[config.mk]
export PLATFORM = sky130hd
export DESIGN_NAME = digital_output_cfg_watchdog_fuse
export DESIGN_NICKNAME = d
export VERILOG_FILES = /design/src/common/dout_pkg.sv /design/src/digital_output_cfg_watchdog_fuse.sv
export VERILOG_INCLUDE_DIRS = /design/src /design/src/common
export SDC_FILE = /design/constraint.sdc
export NUM_CORES = 1
export LEC_CHECK = 0
export ABC_AREA = 1
export BUFFER_PORTS_ARGS = -buffer_cell sky130_fd_sc_hd__buf_2
export CELL_PAD_IN_SITES_DETAIL_PLACEMENT = 1
export CELL_PAD_IN_SITES_GLOBAL_PLACEMENT = 1
export CORE_MARGIN = 4
export CORE_UTILIZATION = 40
export CTS_CLUSTER_DIAMETER = 80
export DETAILED_ROUTE_END_ITERATION = 6
export PLACE_DENSITY_LB_ADDON = 0.1
export SYNTH_ARGS = -nofsm -noshare
export SYNTH_HDL_FRONTEND = slang
export SYNTH_SLANG_ARGS = --single-unit
[constraint.sdc]
create_clock -name ref_clk -period 4.53 [get_ports ref_clk]
set_input_delay 0.2265 -clock ref_clk [delete_from_list [all_inputs] [get_ports ref_clk]]
set_output_delay 0.2265 -clock ref_clk [all_outputs]
set_load 0.01 [all_outputs]
[src/common/dout_map.svh]
// Register map, field positions, reset values and timing counts
// Assumes a 200 MHz module clock and a 32-bit APB register bus
`ifndef DOUT_MAP_SVH
`define DOUT_MAP_SVH

// Register indices; byte address is four times the index
`define CFG_STAT_INDEX    13
`define OUT_DATA_INDEX    0
`define ADDR_W            8

// Configuration / status fields
`define BIT_CONFIGURED    0
`define BIT_FORCED_ERR    1
`define FLD_TMO_LO        2
`define FLD_TMO_HI        4
`define BIT_HOLD          5
`define BIT_FUSE_BLOWN    6
`define BIT_FUSE_EN       7
`define CFG_RESET         8'h00
`define OUT_RESET         16'h0000

// Timing
`define CLK_PERIOD_NS     5
`define MS_NS             1000000
`define TICKS_PER_MS      (`MS_NS / `CLK_PERIOD_NS)
`define TMO_MS_0          16000
`define TMO_MS_1          4000
`define TMO_MS_2          2000
`define TMO_MS_3          1000
`define TMO_MS_4          500
`define TMO_MS_5          250
`define TMO_MS_6          125
`define TMO_MS_7          62

`endif

[src/common/dout_pkg.sv]
// Types shared by the digital output control block
// Assumes dout_map.svh sits on the include path
`include "dout_map.svh"
package dout_pkg;
  typedef struct packed {
    logic                psel;
    logic                penable;
    logic                pwrite;
    logic [`ADDR_W-1:0]  paddr;
    logic [31:0]         pwdata;
  } apb_req_t;

  typedef struct packed {
    logic        fuseEn;
    logic [6:6]  unused;
    logic        holdOnTmo;
    logic [2:0]  tmoSel;
    logic        forcedErr;
    logic        configured;
  } cfg_t;

  typedef struct packed {
    logic commOk;
    logic intFault;
    logic extFault;
  } lamp_t;

  typedef enum logic [1:0] {
    WdRun,
    WdExpired
  } wd_state_t;
endpackage

[src/digital_output_cfg_watchdog_fuse.sv]
// Configuration, watchdog and blown-fuse control of a 16-channel output module
// Assumes an APB master on ref_clk and an unsynchronised fuse-blown sense line
// Assumes the output data word sits at word 0 beside the configuration word
// clkEn low freezes every register and holds the bus master off
//
// What this block does
// RL1 - Word 13 writes configuration, reads status.
// RL2 - Writing one to bit 0 sets configured until reset.
// RL3 - Power-up clears the whole configuration register.
// RL4 - Forced error lights internal fault, data writable but reads zero.
// RL5 - Bits 2 to 4 select the watchdog timeout.
// RL6 - Codes 0..7 map to 16s,4s,2s,1s,500,250,125,62 ms.
// RL7 - Each timeout within 35 percent of nominal.
// RL8 - After power-up the 16 second timeout applies.
// RL9 - Any read or write restarts the watchdog.
// RL10 - On expiry outputs hold if bit 5, else go off.
// RL11 - Status returns bits 0 to 5 and 7 in place.
// RL12 - Bit 7 enables fuse detection; bit 6 ignored on writes.
// RL13 - Enabled: blown sense sets status 6 and external fault.
// RL14 - Disabled: status 6 zero and external fault off.
// RL15 - Detection starts disabled after reset.
// RL16 - External fault only when blown and enabled.
// RL17 - Internal fault when forced error or watchdog expired.
// RL18 - Communications lamp lit while watchdog not expired.
// RL19 - Sixteen channel lamps follow the output states.
// RL20 - Fuse sense synchronised before use.
// RL21 - Periods derived from module clock by a prescaler.
//
// Local design decision: the APB slave port.
`timescale 1ns/10ps
`include "dout_map.svh"

module digital_output_cfg_watchdog_fuse
  import dout_pkg::*;
#(
  parameter int CHANNELS     = 16,
  parameter int TICKS_PER_MS = `TICKS_PER_MS
) (
  // Clock, reset, enable
  input  wire logic                 ref_clk,
  input  wire logic                 sys_rst,
  input  wire logic                 clkEn,
  // APB slave
  input  wire apb_req_t             apbReq,
  output logic [31:0]               prdata,
  output logic                      pready,
  output logic                      pslverr,
  // Field side
  input  wire logic                 fuseBlownRaw,
  output logic [CHANNELS-1:0]       outputDrive,
  // Indicators
  output lamp_t                     lamps,
  output logic [CHANNELS-1:0]       channel_state_lamps
);

  if (CHANNELS < 1 || CHANNELS > 32) begin : gChkCh
    $error("CHANNELS must lie in 1..32");
  end
  if (TICKS_PER_MS < 1) begin : gChkTick
    $error("TICKS_PER_MS must be at least 1");
  end

  localparam int PRE_W = $clog2(TICKS_PER_MS + 1);
  localparam int MS_W  = 15;
  localparam logic [`ADDR_W-1:0] CFG_ADDR = `ADDR_W'(4 * `CFG_STAT_INDEX);
  localparam logic [`ADDR_W-1:0] OUT_ADDR = `ADDR_W'(4 * `OUT_DATA_INDEX);

  localparam int PERIOD_MS [8] = '{`TMO_MS_0, `TMO_MS_1, `TMO_MS_2, `TMO_MS_3,
                                   `TMO_MS_4, `TMO_MS_5, `TMO_MS_6, `TMO_MS_7};

  // RL6 every period must be nonzero and fit the millisecond counter
  for (genvar p = 0; p < 8; p++) begin : gChkPeriod
    if (PERIOD_MS[p] < 1 || PERIOD_MS[p] >= (1 << MS_W)) begin : gBad
      $error("watchdog period out of range");
    end
  end

  // The configuration word must be reachable and distinct from the data word
  if (4 * `CFG_STAT_INDEX >= (1 << `ADDR_W) || `CFG_STAT_INDEX == `OUT_DATA_INDEX) begin : gChkMap
    $error("register map does not fit the address bus");
  end

  //////////////////////////////////////////////////////////////////////////////
  // Bus decode

  logic setupPh;
  logic accessPh;
  logic hitCfg;
  logic hitOut;
  logic wrCfg;
  logic wrOut;

  assign setupPh  = apbReq.psel && !apbReq.penable;
  assign accessPh = apbReq.psel && apbReq.penable && clkEn;
  // RL1 word decode
  assign hitCfg   = apbReq.paddr == CFG_ADDR;
  assign hitOut   = apbReq.paddr == OUT_ADDR;
  assign wrCfg    = accessPh && apbReq.pwrite && hitCfg;
  assign wrOut    = accessPh && apbReq.pwrite && hitOut;
  logic wdRestart;

  // RL9 any access phase, mapped or not, feeds the watchdog
  assign wdRestart = accessPh;

  //////////////////////////////////////////////////////////////////////////////
  // Bus response

  // Zero wait states; a frozen block holds the master off
  assign pready   = clkEn;
  // Unmapped words answer with an error and still restart the watchdog
  assign pslverr  = apbReq.psel && apbReq.penable && !(hitCfg || hitOut);

  //////////////////////////////////////////////////////////////////////////////
  // Configuration register

  cfg_t cfg_q;
  cfg_t cfg_d;

  localparam cfg_t CFG_INIT = cfg_t'(`CFG_RESET);

  // RL2 configured is sticky
  // RL12 bit 7 enables, bit 6 dropped
  always_comb begin
    cfg_d = cfg_q;
    if (wrCfg) begin
      cfg_d.configured = cfg_q.configured | apbReq.pwdata[`BIT_CONFIGURED];
      cfg_d.forcedErr  = apbReq.pwdata[`BIT_FORCED_ERR];
      // RL5 timeout select field
      cfg_d.tmoSel     = apbReq.pwdata[`FLD_TMO_HI:`FLD_TMO_LO];
      cfg_d.holdOnTmo  = apbReq.pwdata[`BIT_HOLD];
      cfg_d.unused     = 1'b0;
      cfg_d.fuseEn     = apbReq.pwdata[`BIT_FUSE_EN];
    end
  end

  // RL3 clear at power-up
  always_ff @(posedge ref_clk) begin
    if (sys_rst) begin
      cfg_q <= CFG_INIT;
    end else if (clkEn) begin
      cfg_q <= cfg_d;
    end
  end

  //////////////////////////////////////////////////////////////////////////////
  // Output data register

  logic [CHANNELS-1:0] outData_q;
  logic [CHANNELS-1:0] outData_d;

  // RL4 data stays writable even while forced error hides it
  assign outData_d = wrOut ? apbReq.pwdata[CHANNELS-1:0] : outData_q;

  always_ff @(posedge ref_clk) begin
    if (sys_rst) begin
      outData_q <= CHANNELS'(`OUT_RESET);
    end else if (clkEn) begin
      outData_q <= outData_d;
    end
  end

  //////////////////////////////////////////////////////////////////////////////
  // Fuse sense synchroniser

  logic fuseMeta_q;
  logic fuseSync_q;

  // Raw sense may change at any time; only the second stage is read
  // RL20 two-stage sync
  always_ff @(posedge ref_clk) begin
    if (sys_rst) begin
      fuseMeta_q <= 1'b0;
      fuseSync_q <= 1'b0;
    end else if (clkEn) begin
      fuseMeta_q <= fuseBlownRaw;
      fuseSync_q <= fuseMeta_q;
    end
  end

  //////////////////////////////////////////////////////////////////////////////
  // Fuse status

  logic fuseBlown;

  // RL13 RL14 RL15 gated by enable
  always_comb begin
    fuseBlown = 1'b0;
    if (cfg_q.fuseEn) begin
      fuseBlown = fuseSync_q;
    end
  end

  //////////////////////////////////////////////////////////////////////////////
  // Communications watchdog

  logic [PRE_W-1:0] pre_q;
  logic [MS_W-1:0]  ms_q;
  logic [MS_W-1:0]  limitMs;
  logic             msTick;
  wd_state_t        wd_q;

  //////////////////////////////////////////////////////////////////////////////
  // Period table

  // RL6 RL8 period table, code 0 is reset default
  always_comb begin
    case (cfg_q.tmoSel)
      3'h0:    limitMs = MS_W'(`TMO_MS_0);
      3'h1:    limitMs = MS_W'(`TMO_MS_1);
      3'h2:    limitMs = MS_W'(`TMO_MS_2);
      3'h3:    limitMs = MS_W'(`TMO_MS_3);
      3'h4:    limitMs = MS_W'(`TMO_MS_4);
      3'h5:    limitMs = MS_W'(`TMO_MS_5);
      3'h6:    limitMs = MS_W'(`TMO_MS_6);
      3'h7:    limitMs = MS_W'(`TMO_MS_7);
      default: limitMs = MS_W'(`TMO_MS_0);
    endcase
  end

  //////////////////////////////////////////////////////////////////////////////
  // Millisecond prescaler

  logic [PRE_W-1:0] pre_d;

  // RL21 millisecond prescaler
  assign msTick = pre_q == PRE_W'(TICKS_PER_MS - 1);

  // RL9 restart on access so a fresh period starts cleanly
  always_comb begin
    pre_d = pre_q + PRE_W'(1);
    if (wdRestart || msTick) begin
      pre_d = '0;
    end
  end

  always_ff @(posedge ref_clk) begin
    if (sys_rst) begin
      pre_q <= '0;
    end else if (clkEn) begin
      pre_q <= pre_d;
    end
  end

  //////////////////////////////////////////////////////////////////////////////
  // Watchdog state

  logic [MS_W-1:0] ms_d;
  logic            limitHit;

  // RL9 any read or write clears the elapsed count
  always_comb begin
    ms_d = ms_q;
    if (wdRestart || wd_q == WdExpired) begin
      ms_d = '0;
    end else if (msTick) begin
      ms_d = ms_q + MS_W'(1);
    end
  end

  // RL7 exact period, well within tolerance
  assign limitHit = msTick && (ms_q + MS_W'(1) >= limitMs);

  always_ff @(posedge ref_clk) begin
    if (sys_rst) begin
      ms_q <= '0;
    end else if (clkEn) begin
      ms_q <= ms_d;
    end
  end

  // Run until the selected count is reached, then wait for an access
  always_ff @(posedge ref_clk) begin
    if (sys_rst) begin
      wd_q <= WdRun;
    end else if (clkEn) begin
      if (wdRestart) begin
        wd_q <= WdRun;
      end else begin
        case (wd_q)
          WdRun:     wd_q <= limitHit ? WdExpired : WdRun;
          WdExpired: wd_q <= WdExpired;
          default:   wd_q <= WdRun;
        endcase
      end
    end
  end

  logic expired;
  assign expired = wd_q == WdExpired;

  //////////////////////////////////////////////////////////////////////////////
  // Read data

  logic [31:0] rdWord_d;

  // RL11 status mirrors configuration, bit 6 from the fuse sense
  // RL4 data hidden while forced error
  always_comb begin
    rdWord_d = '0;
    if (hitCfg) begin
      rdWord_d[7:0] = {cfg_q.fuseEn, fuseBlown, cfg_q.holdOnTmo, cfg_q.tmoSel,
                       cfg_q.forcedErr, cfg_q.configured};
    end else if (hitOut && !cfg_q.forcedErr) begin
      rdWord_d[CHANNELS-1:0] = outData_q;
    end
  end

  // Loaded in the setup cycle so it stands through the access phase
  always_ff @(posedge ref_clk) begin
    if (sys_rst) begin
      prdata <= '0;
    end else if (clkEn && setupPh) begin
      prdata <= rdWord_d;
    end
  end

  //////////////////////////////////////////////////////////////////////////////
  // Outputs and indicators

  logic [CHANNELS-1:0] chanOn_d;
  logic                dropOutputs;

  // RL10 outputs go off on expiry unless hold is selected
  assign dropOutputs = expired && !cfg_q.holdOnTmo;

  for (genvar ch = 0; ch < CHANNELS; ch++) begin : gChan
    assign chanOn_d[ch] = outData_q[ch] && !dropOutputs;
  end

  always_ff @(posedge ref_clk) begin
    if (sys_rst) begin
      outputDrive <= '0;
    end else if (clkEn) begin
      outputDrive <= chanOn_d;
    end
  end

  // RL19 lamp per channel
  always_ff @(posedge ref_clk) begin
    if (sys_rst) begin
      channel_state_lamps <= '0;
    end else if (clkEn) begin
      channel_state_lamps <= chanOn_d;
    end
  end

  //////////////////////////////////////////////////////////////////////////////
  // Indicator lamps

  logic extFault_q;
  logic intFault_q;
  logic commOk_q;

  // RL16 external fault lamp
  always_ff @(posedge ref_clk) begin
    if (sys_rst) begin
      extFault_q <= 1'b0;
    end else if (clkEn) begin
      extFault_q <= fuseBlown;
    end
  end

  // RL17 RL4 internal fault lamp
  always_ff @(posedge ref_clk) begin
    if (sys_rst) begin
      intFault_q <= 1'b0;
    end else if (clkEn) begin
      intFault_q <= cfg_q.forcedErr || expired;
    end
  end

  // RL18 communications lamp, dark during reset
  always_ff @(posedge ref_clk) begin
    if (sys_rst) begin
      commOk_q <= 1'b0;
    end else if (clkEn) begin
      commOk_q <= !expired;
    end
  end

  assign lamps = {commOk_q, intFault_q, extFault_q};

endmodule

# --- After elaboration in Yosys (flattened, before gate mapping) ---
# Memory sizes are Yosys's and may differ from the RTL's. A register that Yosys moved wholly into a read port is not among the register bits.
# Cells that the tools add are included.
op_classes:
  reduce_logical: 43
  n_eq_ne: 3
  n_mux: 12
  magnitude_cmp: 1
  bitwise: 1
  add_sub_neg: 2
ops:
  columns: ["cell", "count"]
  rows:
  - ["$mux W15", 2]
  - ["$logic_and A1 B1 Y1", 27]
  - ["$add A18 B1 Y18 const B", 1]
  - ["$eq A18 B18 Y1 const B", 1]
  - ["$mux W18", 1]
  - ["$mux W16", 1]
  - ["$mux W8", 2]
  - ["$add A15 B1 Y15 const B", 1]
  - ["$ge A15 B15 Y1", 1]
  - ["$eq A8 B6 Y1 const B", 1]
  - ["$logic_not A8 Y1", 1]
  - ["$logic_not A1 Y1", 6]
  - ["$mux W3", 2]
  - ["$reduce_and A2 Y1", 3]
  - ["$logic_or A1 B1 Y1", 4]
  - ["$mux W1", 3]
  - ["$eq A2 B1 Y1 const B", 1]
  - ["$logic_not A2 Y1", 1]
  - ["$pmux W1 S2", 1]
  - ["$reduce_bool A2 Y1", 1]
  - ["$or A1 B1 Y1", 1]
totals:
  in_bits: 47
  mem_bits_ro: 112
  out_inout_bits: 69
  n_memories: 1
  elab_cells: 79
  regBits: 95
memory_table:
  columns: ["name", "depth", "width", "rd", "rd_ports_with_merged_regs", "write_ports", "line", "source"]
  rows:
  - ["(name not given)", 8, 14, 1, 1, 0, "digital_output_cfg_watchdog_fuse.sv:207", "case (cfg_q.tmoSel)"]

# --- Longest topological paths before layout ---
# Gate-level depths: netlist (run 1).
logic_depth:
  ltp_word: 7
  depth_mapped: 19
  depth_no_buf: 19

# --- Least setup slack after synthesis (run 1) ---
# Ideal clock, no wire load.
synth_timing:
  path_kind: "reg2reg"
  from: "register ms_q[0]"
  to: "register wd_q[0]"
  path_slack_ns: 2.471
  path_stages_with_launch: 18
  period_less_slack_ns: 2.059
  arrival_ns: 1.942
  path_buffers: 0
  required_time_ns: 4.412
  cell_sequence: "dfxtp_1 ha_1 nand3_1 inv_1 nand2_1 nor2_1 xor2_1 ha_1 nand2_1 nor2_1 nor3_1 nand2_1 nand2_1 nand2_1 nand2_1 nand2_1 nand2_1 a21oi_1"
synth_between:
  elab_chain_len: 6
synth_lines:
  columns: ["item", "line", "source"]
  rows:
  - ["start, declared", "digital_output_cfg_watchdog_fuse.sv:197", "logic [MS_W-1:0] ms_q;"]
  - ["start signal, assigned", "digital_output_cfg_watchdog_fuse.sv:267", "ms_q <= ms_d;"]
  - ["$add A15 B1 Y15", "digital_output_cfg_watchdog_fuse.sv:261", "assign limitHit = msTick && (ms_q + MS_W'(1) >= limitMs);"]
  - ["$ge A15 B15 Y1", "digital_output_cfg_watchdog_fuse.sv:261", null]
  - ["$logic_and A1 B1 Y1", "digital_output_cfg_watchdog_fuse.sv:261", null]
  - ["$mux W1", "digital_output_cfg_watchdog_fuse.sv:280", "WdRun: wd_q <= limitHit ? WdExpired : WdRun;"]
  - ["$pmux W1 S2", "digital_output_cfg_watchdog_fuse.sv:279", "case (wd_q)"]
  - ["$mux W1", "digital_output_cfg_watchdog_fuse.sv:276", "if (wdRestart) begin"]
  - ["end signal, assigned", "digital_output_cfg_watchdog_fuse.sv:277", "wd_q <= WdRun;"]
  - ["end signal, assigned", "digital_output_cfg_watchdog_fuse.sv:280", null]
  - ["end signal, assigned", "digital_output_cfg_watchdog_fuse.sv:281", "WdExpired: wd_q <= WdExpired;"]
  - ["end, declared", "digital_output_cfg_watchdog_fuse.sv:200", "wd_state_t wd_q;"]
# No other way between the ends.
# A chain may end at the register's enable or synchronous reset.

# --- Final worst setup path (run 1) ---
# Ends and elaborated chain as after synthesis.

==> results.sh, run 1 <==
export IMPL_status="complete, no violations"
export IMPL_gp_congestion=0.8476
export IMPL_seq_area_frac_synth=0.4099
export IMPL_syn_inst=684
export IMPL_drc=0
export IMPL_die_area_mm2=0.01496
export IMPL_numClockSinks=107
export IMPL_skew_ns=0.007516
export IMPL_avgRoutedWirePerCell_um=14.62
export IMPL_grt_pass1_wl_um=22210
export IMPL_clk_pin_slew_ns=0.07
export IMPL_r2r_setup_slack_ns=2.07
export IMPL_cp_max_fo=5
export IMPL_h_tree_depth=3
export IMPL_num_rows=41
export IMPL_cts_root_buf="clkbuf_16"
export IMPL_worstPathCellList="ha_1 -> nand3_1 -> inv_1 -> nand2_1 -> nor2_1 -> xor2_1 -> ha_1 -> nand2_1 -> nor2_1 -> nor3_1 -> nand2_1 -> nand2_1 -> nand2_1 -> nand2_1 -> nand2_1 -> nand2_1 -> a21oi_1"
export IMPL_hp_class="primary input to flip-flop"
export IMPL_clk_latency_ns=0.36
export IMPL_slowest_stage="dfxtp_1"
export IMPL_place_area_mm2=0.005540
export IMPL_syn2layout_area_growth_pct=11.23
export IMPL_critPathTopFamily="simple AND/OR/NAND/NOR gates"
export IMPL_finalSetupViolCount=0
export IMPL_critPathMostFrequentCell="nand2_1"
export IMPL_place_hpwl_um=9689
export IMPL_r2r_start="ms_q[0]$_SDFFE_PP0P_"
export IMPL_grt_remaining_overflow=0
export IMPL_cp_startpoint="ms_q[0]$_SDFFE_PP0P_"
export IMPL_cts_setup_buffers=0
export IMPL_drtPass1Iterations=4
export IMPL_coreArea_mm2=0.01272
export IMPL_grt_usage=0.1847
export IMPL_dp_slack_ns=2.006
export IMPL_p_per_area_mw_per_mm2=315.9
export IMPL_path_buf_inv=1
export IMPL_rsz0062_at_grt="false"
export IMPL_grt_max_degree=55
export IMPL_final_hold_viol_count=0
export IMPL_ant_nets=0
export IMPL_maxCapViolCount=0
export IMPL_r2r_end="wd_q[0]$_SDFFE_PP0P_"
export IMPL_ir_drop_mv=0.1873
export IMPL_crit_end="wd_q[0]$_SDFFE_PP0P_"
export IMPL_seqCellArea_mm2=0.002142
export IMPL_wirelength_um=13320
export IMPL_postSynthAreaPerCell_um2=7.641
export IMPL_period_needed_ns=2.459
export IMPL_io_pins=116
export IMPL_ctsResizeCount=0
export IMPL_ys_seq_elements=107
export IMPL_initial_utilization=0.4108
export IMPL_async_flop_share=0
export IMPL_cp_start_kind="flip-flop"
export IMPL_antenna_cells=0
export IMPL_crit_required_ns=4.77
export IMPL_die_y_um=122.3
export IMPL_netlist_area_mm2=0.005226
export IMPL_rr_worst_depth=17
export IMPL_tns_ns=0
export IMPL_n_fill_cell=1632
export IMPL_multi_input_area_mm2=0.002476
export IMPL_final_common_cell="nand2_1"
export IMPL_fmax_mhz=406.7
export IMPL_cts_made_buffers=9
export IMPL_placed_cells=897
export IMPL_die_x_um=122.3
export IMPL_cellLeakagePower_nw=2.569
export IMPL_worstSetupEndpointType="flip-flop"
export IMPL_drive_above_1_share=0.1989
export IMPL_dr_total_vias=4444
export IMPL_ys_flop_type="dfxtp_1"
export IMPL_most_common_layout_cells="nand2_1 (113), dfxtp_1 (107), buf_2 (83)"
export IMPL_instances_no_fill=911
export IMPL_final_period_utilization=0.5427
export IMPL_finalMaxSlewViolations=0
export IMPL_arrival_ns=2.70
export IMPL_synth_warnings=0
export IMPL_cts_tree="yes"
export IMPL_ys_types=42
export IMPL_slew_headroom=0.3541
export IMPL_power_mw=1.836
export IMPL_cp_depth=17
export IMPL_setup_ws_ns=2.071
export IMPL_port_buffers=83
export IMPL_cts_hold_buffers=0
export IMPL_fin_nets=799
export IMPL_worstSetupPathType="flip-flop to flip-flop"
export IMPL_drtIter0Drc=127
export IMPL_cts_buffer_depth=2
export IMPL_grt_pass1_vias=4596
export IMPL_synth_edf_count=0
export IMPL_tightest_slew_ns=0.9688
export IMPL_routed_via_density=4.878
export IMPL_antenna_found_initial=0
export IMPL_stdcell_area_mm2=0.005813
export IMPL_slowest_delay_ns=0.41
-- worst min path at each step --
stage          depth (start not counted)             startpoint                          to  slack, ns
2_1_floorplan                          2           fuseBlownRaw     fuseMeta_q$_SDFFE_PP0P_       0.36
6_report                               3             apbReq[13]  outData_q[13]$_SDFFE_PP0P_       0.11
5_1_grt                                3              apbReq[6]   outData_q[6]$_SDFFE_PP0P_       0.12
3_5_place_dp                           2  cfg_q[0]$_SDFFE_PP0P_       cfg_q[0]$_SDFFE_PP0P_       0.45
3_3_place_gp                           2  cfg_q[0]$_SDFFE_PP0P_       cfg_q[0]$_SDFFE_PP0P_       0.44
4_1_cts                                3             apbReq[13]  outData_q[13]$_SDFFE_PP0P_        0.1
-- power by group --
part	total (mW)	switching (mW)	internal (mW)
Combinational	0.116	0.0783	0.0380
Sequential	0.963	0.00916	0.954
Clock	0.756	0.378	0.378
Total	1.84	0.466	1.37
-- worst reg2reg max path: stages, from the launching register on --
cell     delay, ns
dfxtp_1       0.41
ha_1          0.21
nand3_1       0.12
inv_1         0.11
nand2_1       0.11
nor2_1        0.13
xor2_1        0.25
ha_1          0.30
nand2_1       0.10
nor2_1        0.05
nor3_1        0.16
nand2_1       0.08
nand2_1       0.06
nand2_1       0.04
nand2_1       0.05
nand2_1       0.05
nand2_1       0.07
a21oi_1       0.06
-- stage by stage --
step | utilization | hold WS (ns)
after floorplan | - | 0.3614
after global placement | 0.4355 | 0.4434
after detailed placement | 0.4355 | 0.4462
after CTS | 0.4569 | 0.09974
after global routing | 0.4569 | 0.1193
final | 0.4569 | 0.1091
-- layout make-up --
type                    count  share of cell area
multi-input cells         461              0.4260
flip-flops and latches    107              0.3685
repair buffers             85             0.07404
inverters                  72             0.04757
clock buffers               9             0.03874
well taps                 172             0.03702
clock inverters             5            0.008179
-- kinds of logic after synthesis --
group,count (synthesis),share of synthesized area
adders and majority gates,16,0.03830
buffers and inverters,131,0.1271
xor gates and xnor gates,22,0.03687
other,1,0.0007175
and+or+nand+nor,278,0.2559
DFF,107,0.4099
AOI/OAI and AO/OA,129,0.1312
-- Yosys cell counts (3+ instances only) --
| cell type | number | area [um2] |
|---|---|---|
| buf_2 | 4 | 20.02 |
| dfxtp_1 | 107 | 2142 |
| ha_1 | 16 | 200.2 |
| nor2_4 | 4 | 45.04 |
| nand4_1 | 5 | 31.28 |
| clkbuf_1 | 13 | 48.80 |
| nor2_2 | 3 | 18.77 |
| nor2_1 | 80 | 300.3 |
| a21oi_1 | 57 | 285.3 |
| a211oi_1 | 3 | 22.52 |
| nor3_2 | 6 | 60.06 |
| nor3_1 | 8 | 40.04 |
| nand2_1 | 113 | 424.2 |
| nand3_2 | 3 | 30.03 |
| o21ai_0 | 51 | 255.2 |
| a31oi_1 | 9 | 56.30 |
| xnor2_1 | 4 | 35.03 |
| inv_2 | 9 | 33.78 |
| nand2_2 | 7 | 43.79 |
| nand2_4 | 3 | 33.78 |
| o21ai_1 | 5 | 25.02 |
| nand3_1 | 37 | 185.2 |
| xor2_1 | 18 | 157.7 |
| buf_4 | 39 | 292.8 |
| inv_1 | 59 | 221.5 |
-- sequential cells by signal (all words and copies together), names as in the netlist --
name / cells
channel_state_lamps: 16
fuseMeta_q: 1
wd_q: 1
cfg_q: 7
intFault_q: 1
outData_q: 16
limitMs: 13
extFault_q: 1
prdata: 16
commOk_q: 1
pre_q: 18
ms_q: 15
fuseSync_q: 1
-- metal layers --
layer  wire length, um  part of all wire  vias to the layer above  GRT usage
met1              6057              0.45                     2108     0.2270
met2              6684              0.50                       70     0.3284
met4                96            0.0072                        0    0.05038
met5                 0                 0                        -          0
li1                  -                 -                     2261          -
met3               477             0.036                        5    0.03687
Power figures use the tool's default switching activity.
==> inputs of run 2 (changes only) <==
--- a/config.mk
+++ b/config.mk
@@ -11,7 +11,7 @@
 export CELL_PAD_IN_SITES_DETAIL_PLACEMENT = 1
 export CELL_PAD_IN_SITES_GLOBAL_PLACEMENT = 1
 export CORE_MARGIN = 4
-export CORE_UTILIZATION = 40
+export CORE_UTILIZATION = 35
 export CTS_CLUSTER_DIAMETER = 80
 export DETAILED_ROUTE_END_ITERATION = 6
 export PLACE_DENSITY_LB_ADDON = 0.1
==> constraint.sdc (replaced) <==
create_clock -name ref_clk -period 2.2 [get_ports ref_clk]
set_input_delay 0.11 -clock ref_clk [delete_from_list [all_inputs] [get_ports ref_clk]]
set_output_delay 0.11 -clock ref_clk [all_outputs]
set_load 0.01 [all_outputs]
==> results.sh, run 2 (same netlist as run 1, synthesis figures left out) <==
export IMPL_period_needed_ns=2.227
export IMPL_failed_checks="setup timing"
export IMPL_antenna_cells=0
export IMPL_worstSetupPathType="flip-flop to flip-flop"
export IMPL_grt_usage=0.1731
export IMPL_final_hold_viol_count=0
export IMPL_hp_class="primary input to flip-flop"
export IMPL_slew_headroom=0.5831
export IMPL_final_period_utilization=1.012
export IMPL_coreArea_mm2=0.01459
export IMPL_cp_max_fo=3
export IMPL_instances_no_fill=953
export IMPL_numClockSinks=107
export IMPL_finalMaxSlewViolations=0
export IMPL_placed_cells=924
export IMPL_die_y_um=130.2
export IMPL_status="finished with violations"
export IMPL_drtIter0Drc=149
export IMPL_num_rows=44
export IMPL_initial_utilization=0.3582
export IMPL_cts_made_buffers=9
export IMPL_ir_drop_mv=0.3722
export IMPL_place_hpwl_um=10320
export IMPL_cts_buffer_depth=2
export IMPL_power_mw=3.989
export IMPL_fin_hold_ws_ns=0.01223
export IMPL_cp_start_kind="flip-flop"
export IMPL_cts_tree="yes"
export IMPL_grt_max_degree=35
export IMPL_die_x_um=130.2
export IMPL_gp_congestion=0.8371
export IMPL_drc=0
export IMPL_arrival_ns=2.47
export IMPL_stdcell_area_mm2=0.006282
export IMPL_most_common_layout_cells="nand2_1 (108), dfxtp_1 (100), buf_2 (83)"
export IMPL_routed_via_density=4.850
export IMPL_final_common_cell="nand2_1"
export IMPL_worstSetupEndpointType="flip-flop"
export IMPL_finalSetupViolCount=1
export IMPL_setup_ws_ns=-0.02661
export IMPL_clk_pin_slew_ns=0.07
export IMPL_p_per_area_mw_per_mm2=635.0
export IMPL_place_area_mm2=0.005668
export IMPL_grt_remaining_overflow=0
export IMPL_drive_above_1_share=0.2744
export IMPL_grt_pass1_wl_um=23320
export IMPL_ant_nets=0
export IMPL_syn2layout_area_growth_pct=20.21
export IMPL_cts_root_buf="clkbuf_16"
export IMPL_die_area_mm2=0.01695
export IMPL_maxCapViolCount=0
export IMPL_largest_reg_flops=18
export IMPL_io_pins=116
export IMPL_skew_ns=0.01018
export IMPL_grt_pass1_vias=4805
export IMPL_h_tree_depth=3
export IMPL_crit_required_ns=2.44
export IMPL_wirelength_um=14510
export IMPL_avgRoutedWirePerCell_um=15.22
export IMPL_dp_slack_ns=-0.04563
export IMPL_dr_total_vias=4622
export IMPL_fmax_mhz=449.1
export IMPL_top_register="pre_q"
export IMPL_tightest_slew_ns=0.6238
export IMPL_drtPass1Iterations=4
export IMPL_port_buffers=83
export IMPL_n_fill_cell=1822
export IMPL_cellLeakagePower_nw=2.816
export IMPL_fin_nets=828
export IMPL_antenna_found_initial=1
export IMPL_clk_latency_ns=0.35
export IMPL_rsz0062_at_grt="true"
export IMPL_r2r_setup_slack_ns=-0.03
## run 2: path summary, 6_finish.rpt
kind	from	end	cells after the start
worst max-delay path	ms_q[1]$_SDFFE_PP0P_	wd_q[0]$_SDFFE_PP0P_	17
worst min-delay path	apbReq[6]	outData_q[6]$_SDFFE_PP0P_	3
worst max register to register	ms_q[1]$_SDFFE_PP0P_	wd_q[0]$_SDFFE_PP0P_	17
worst min register to register	cfg_q[0]$_SDFFE_PP0P_	cfg_q[0]$_SDFFE_PP0P_	2
## run 2: cell type report
type / instances / area (um2) / share of cell area
repair buffers: 114 / 654.4 / 0.1042
flip-flops and latches: 107 / 2156 / 0.3432
clock buffers: 11 / 242.7 / 0.03864
clock inverters: 4 / 73.82 / 0.01175
multi-input cells: 461 / 2646 / 0.4212
inverters: 72 / 279.0 / 0.04441
well taps: 184 / 230.2 / 0.03665
## run 2: metrics by stage
stage | TNS [ns] | utilization
2_1_floorplan | 0 | -
3_3_place_gp | -0.02217 | 0.3885
3_5_place_dp | -0.04563 | 0.3885
4_1_cts | 0 | 0.4180
5_1_grt | -0.1718 | 0.4306
6_report | -0.02661 | 0.4306
## run 2: where the power goes
group	total, mW	internal, mW	switching (mW)
Combinational	0.248	0.0839	0.164
Clock	1.76	1.03	0.733
Sequential	1.98	1.96	0.0192
## run 2: critical path, cell delays in order, from the launching register on
cell	delay, ns
dfxtp_2	0.36
ha_4	0.14
nand3_2	0.12
inv_4	0.11
nand2_4	0.09
nor2_4	0.14
xor2_2	0.18
ha_1	0.27
nand2_1	0.07
inv_1	0.04
nor3_1	0.18
nand2_1	0.08
nand2_1	0.07
nand2_1	0.05
nand2_1	0.05
nand2_1	0.04
nand2_1	0.07
a21oi_2	0.06
## run 2: timing repair
item / 4_1_cts / 5_1_grt
buffers inserted: 7 / 6
setup endpoints to repair: 1 / 1
pin swaps: 10 / 13
hold buffers: 1 / 0
endpoints found under the hold margin: 1 / 0
gates resized for setup: 16 / 32
## run 2: per-layer routing
layer,track usage,up-vias,share of wire
met5,0,-,0.00048
met4,0.06540,2,0.021
met3,0.02783,26,0.032
met2,0.2942,84,0.50
met1,0.2204,2189,0.45
li1,-,2321,-
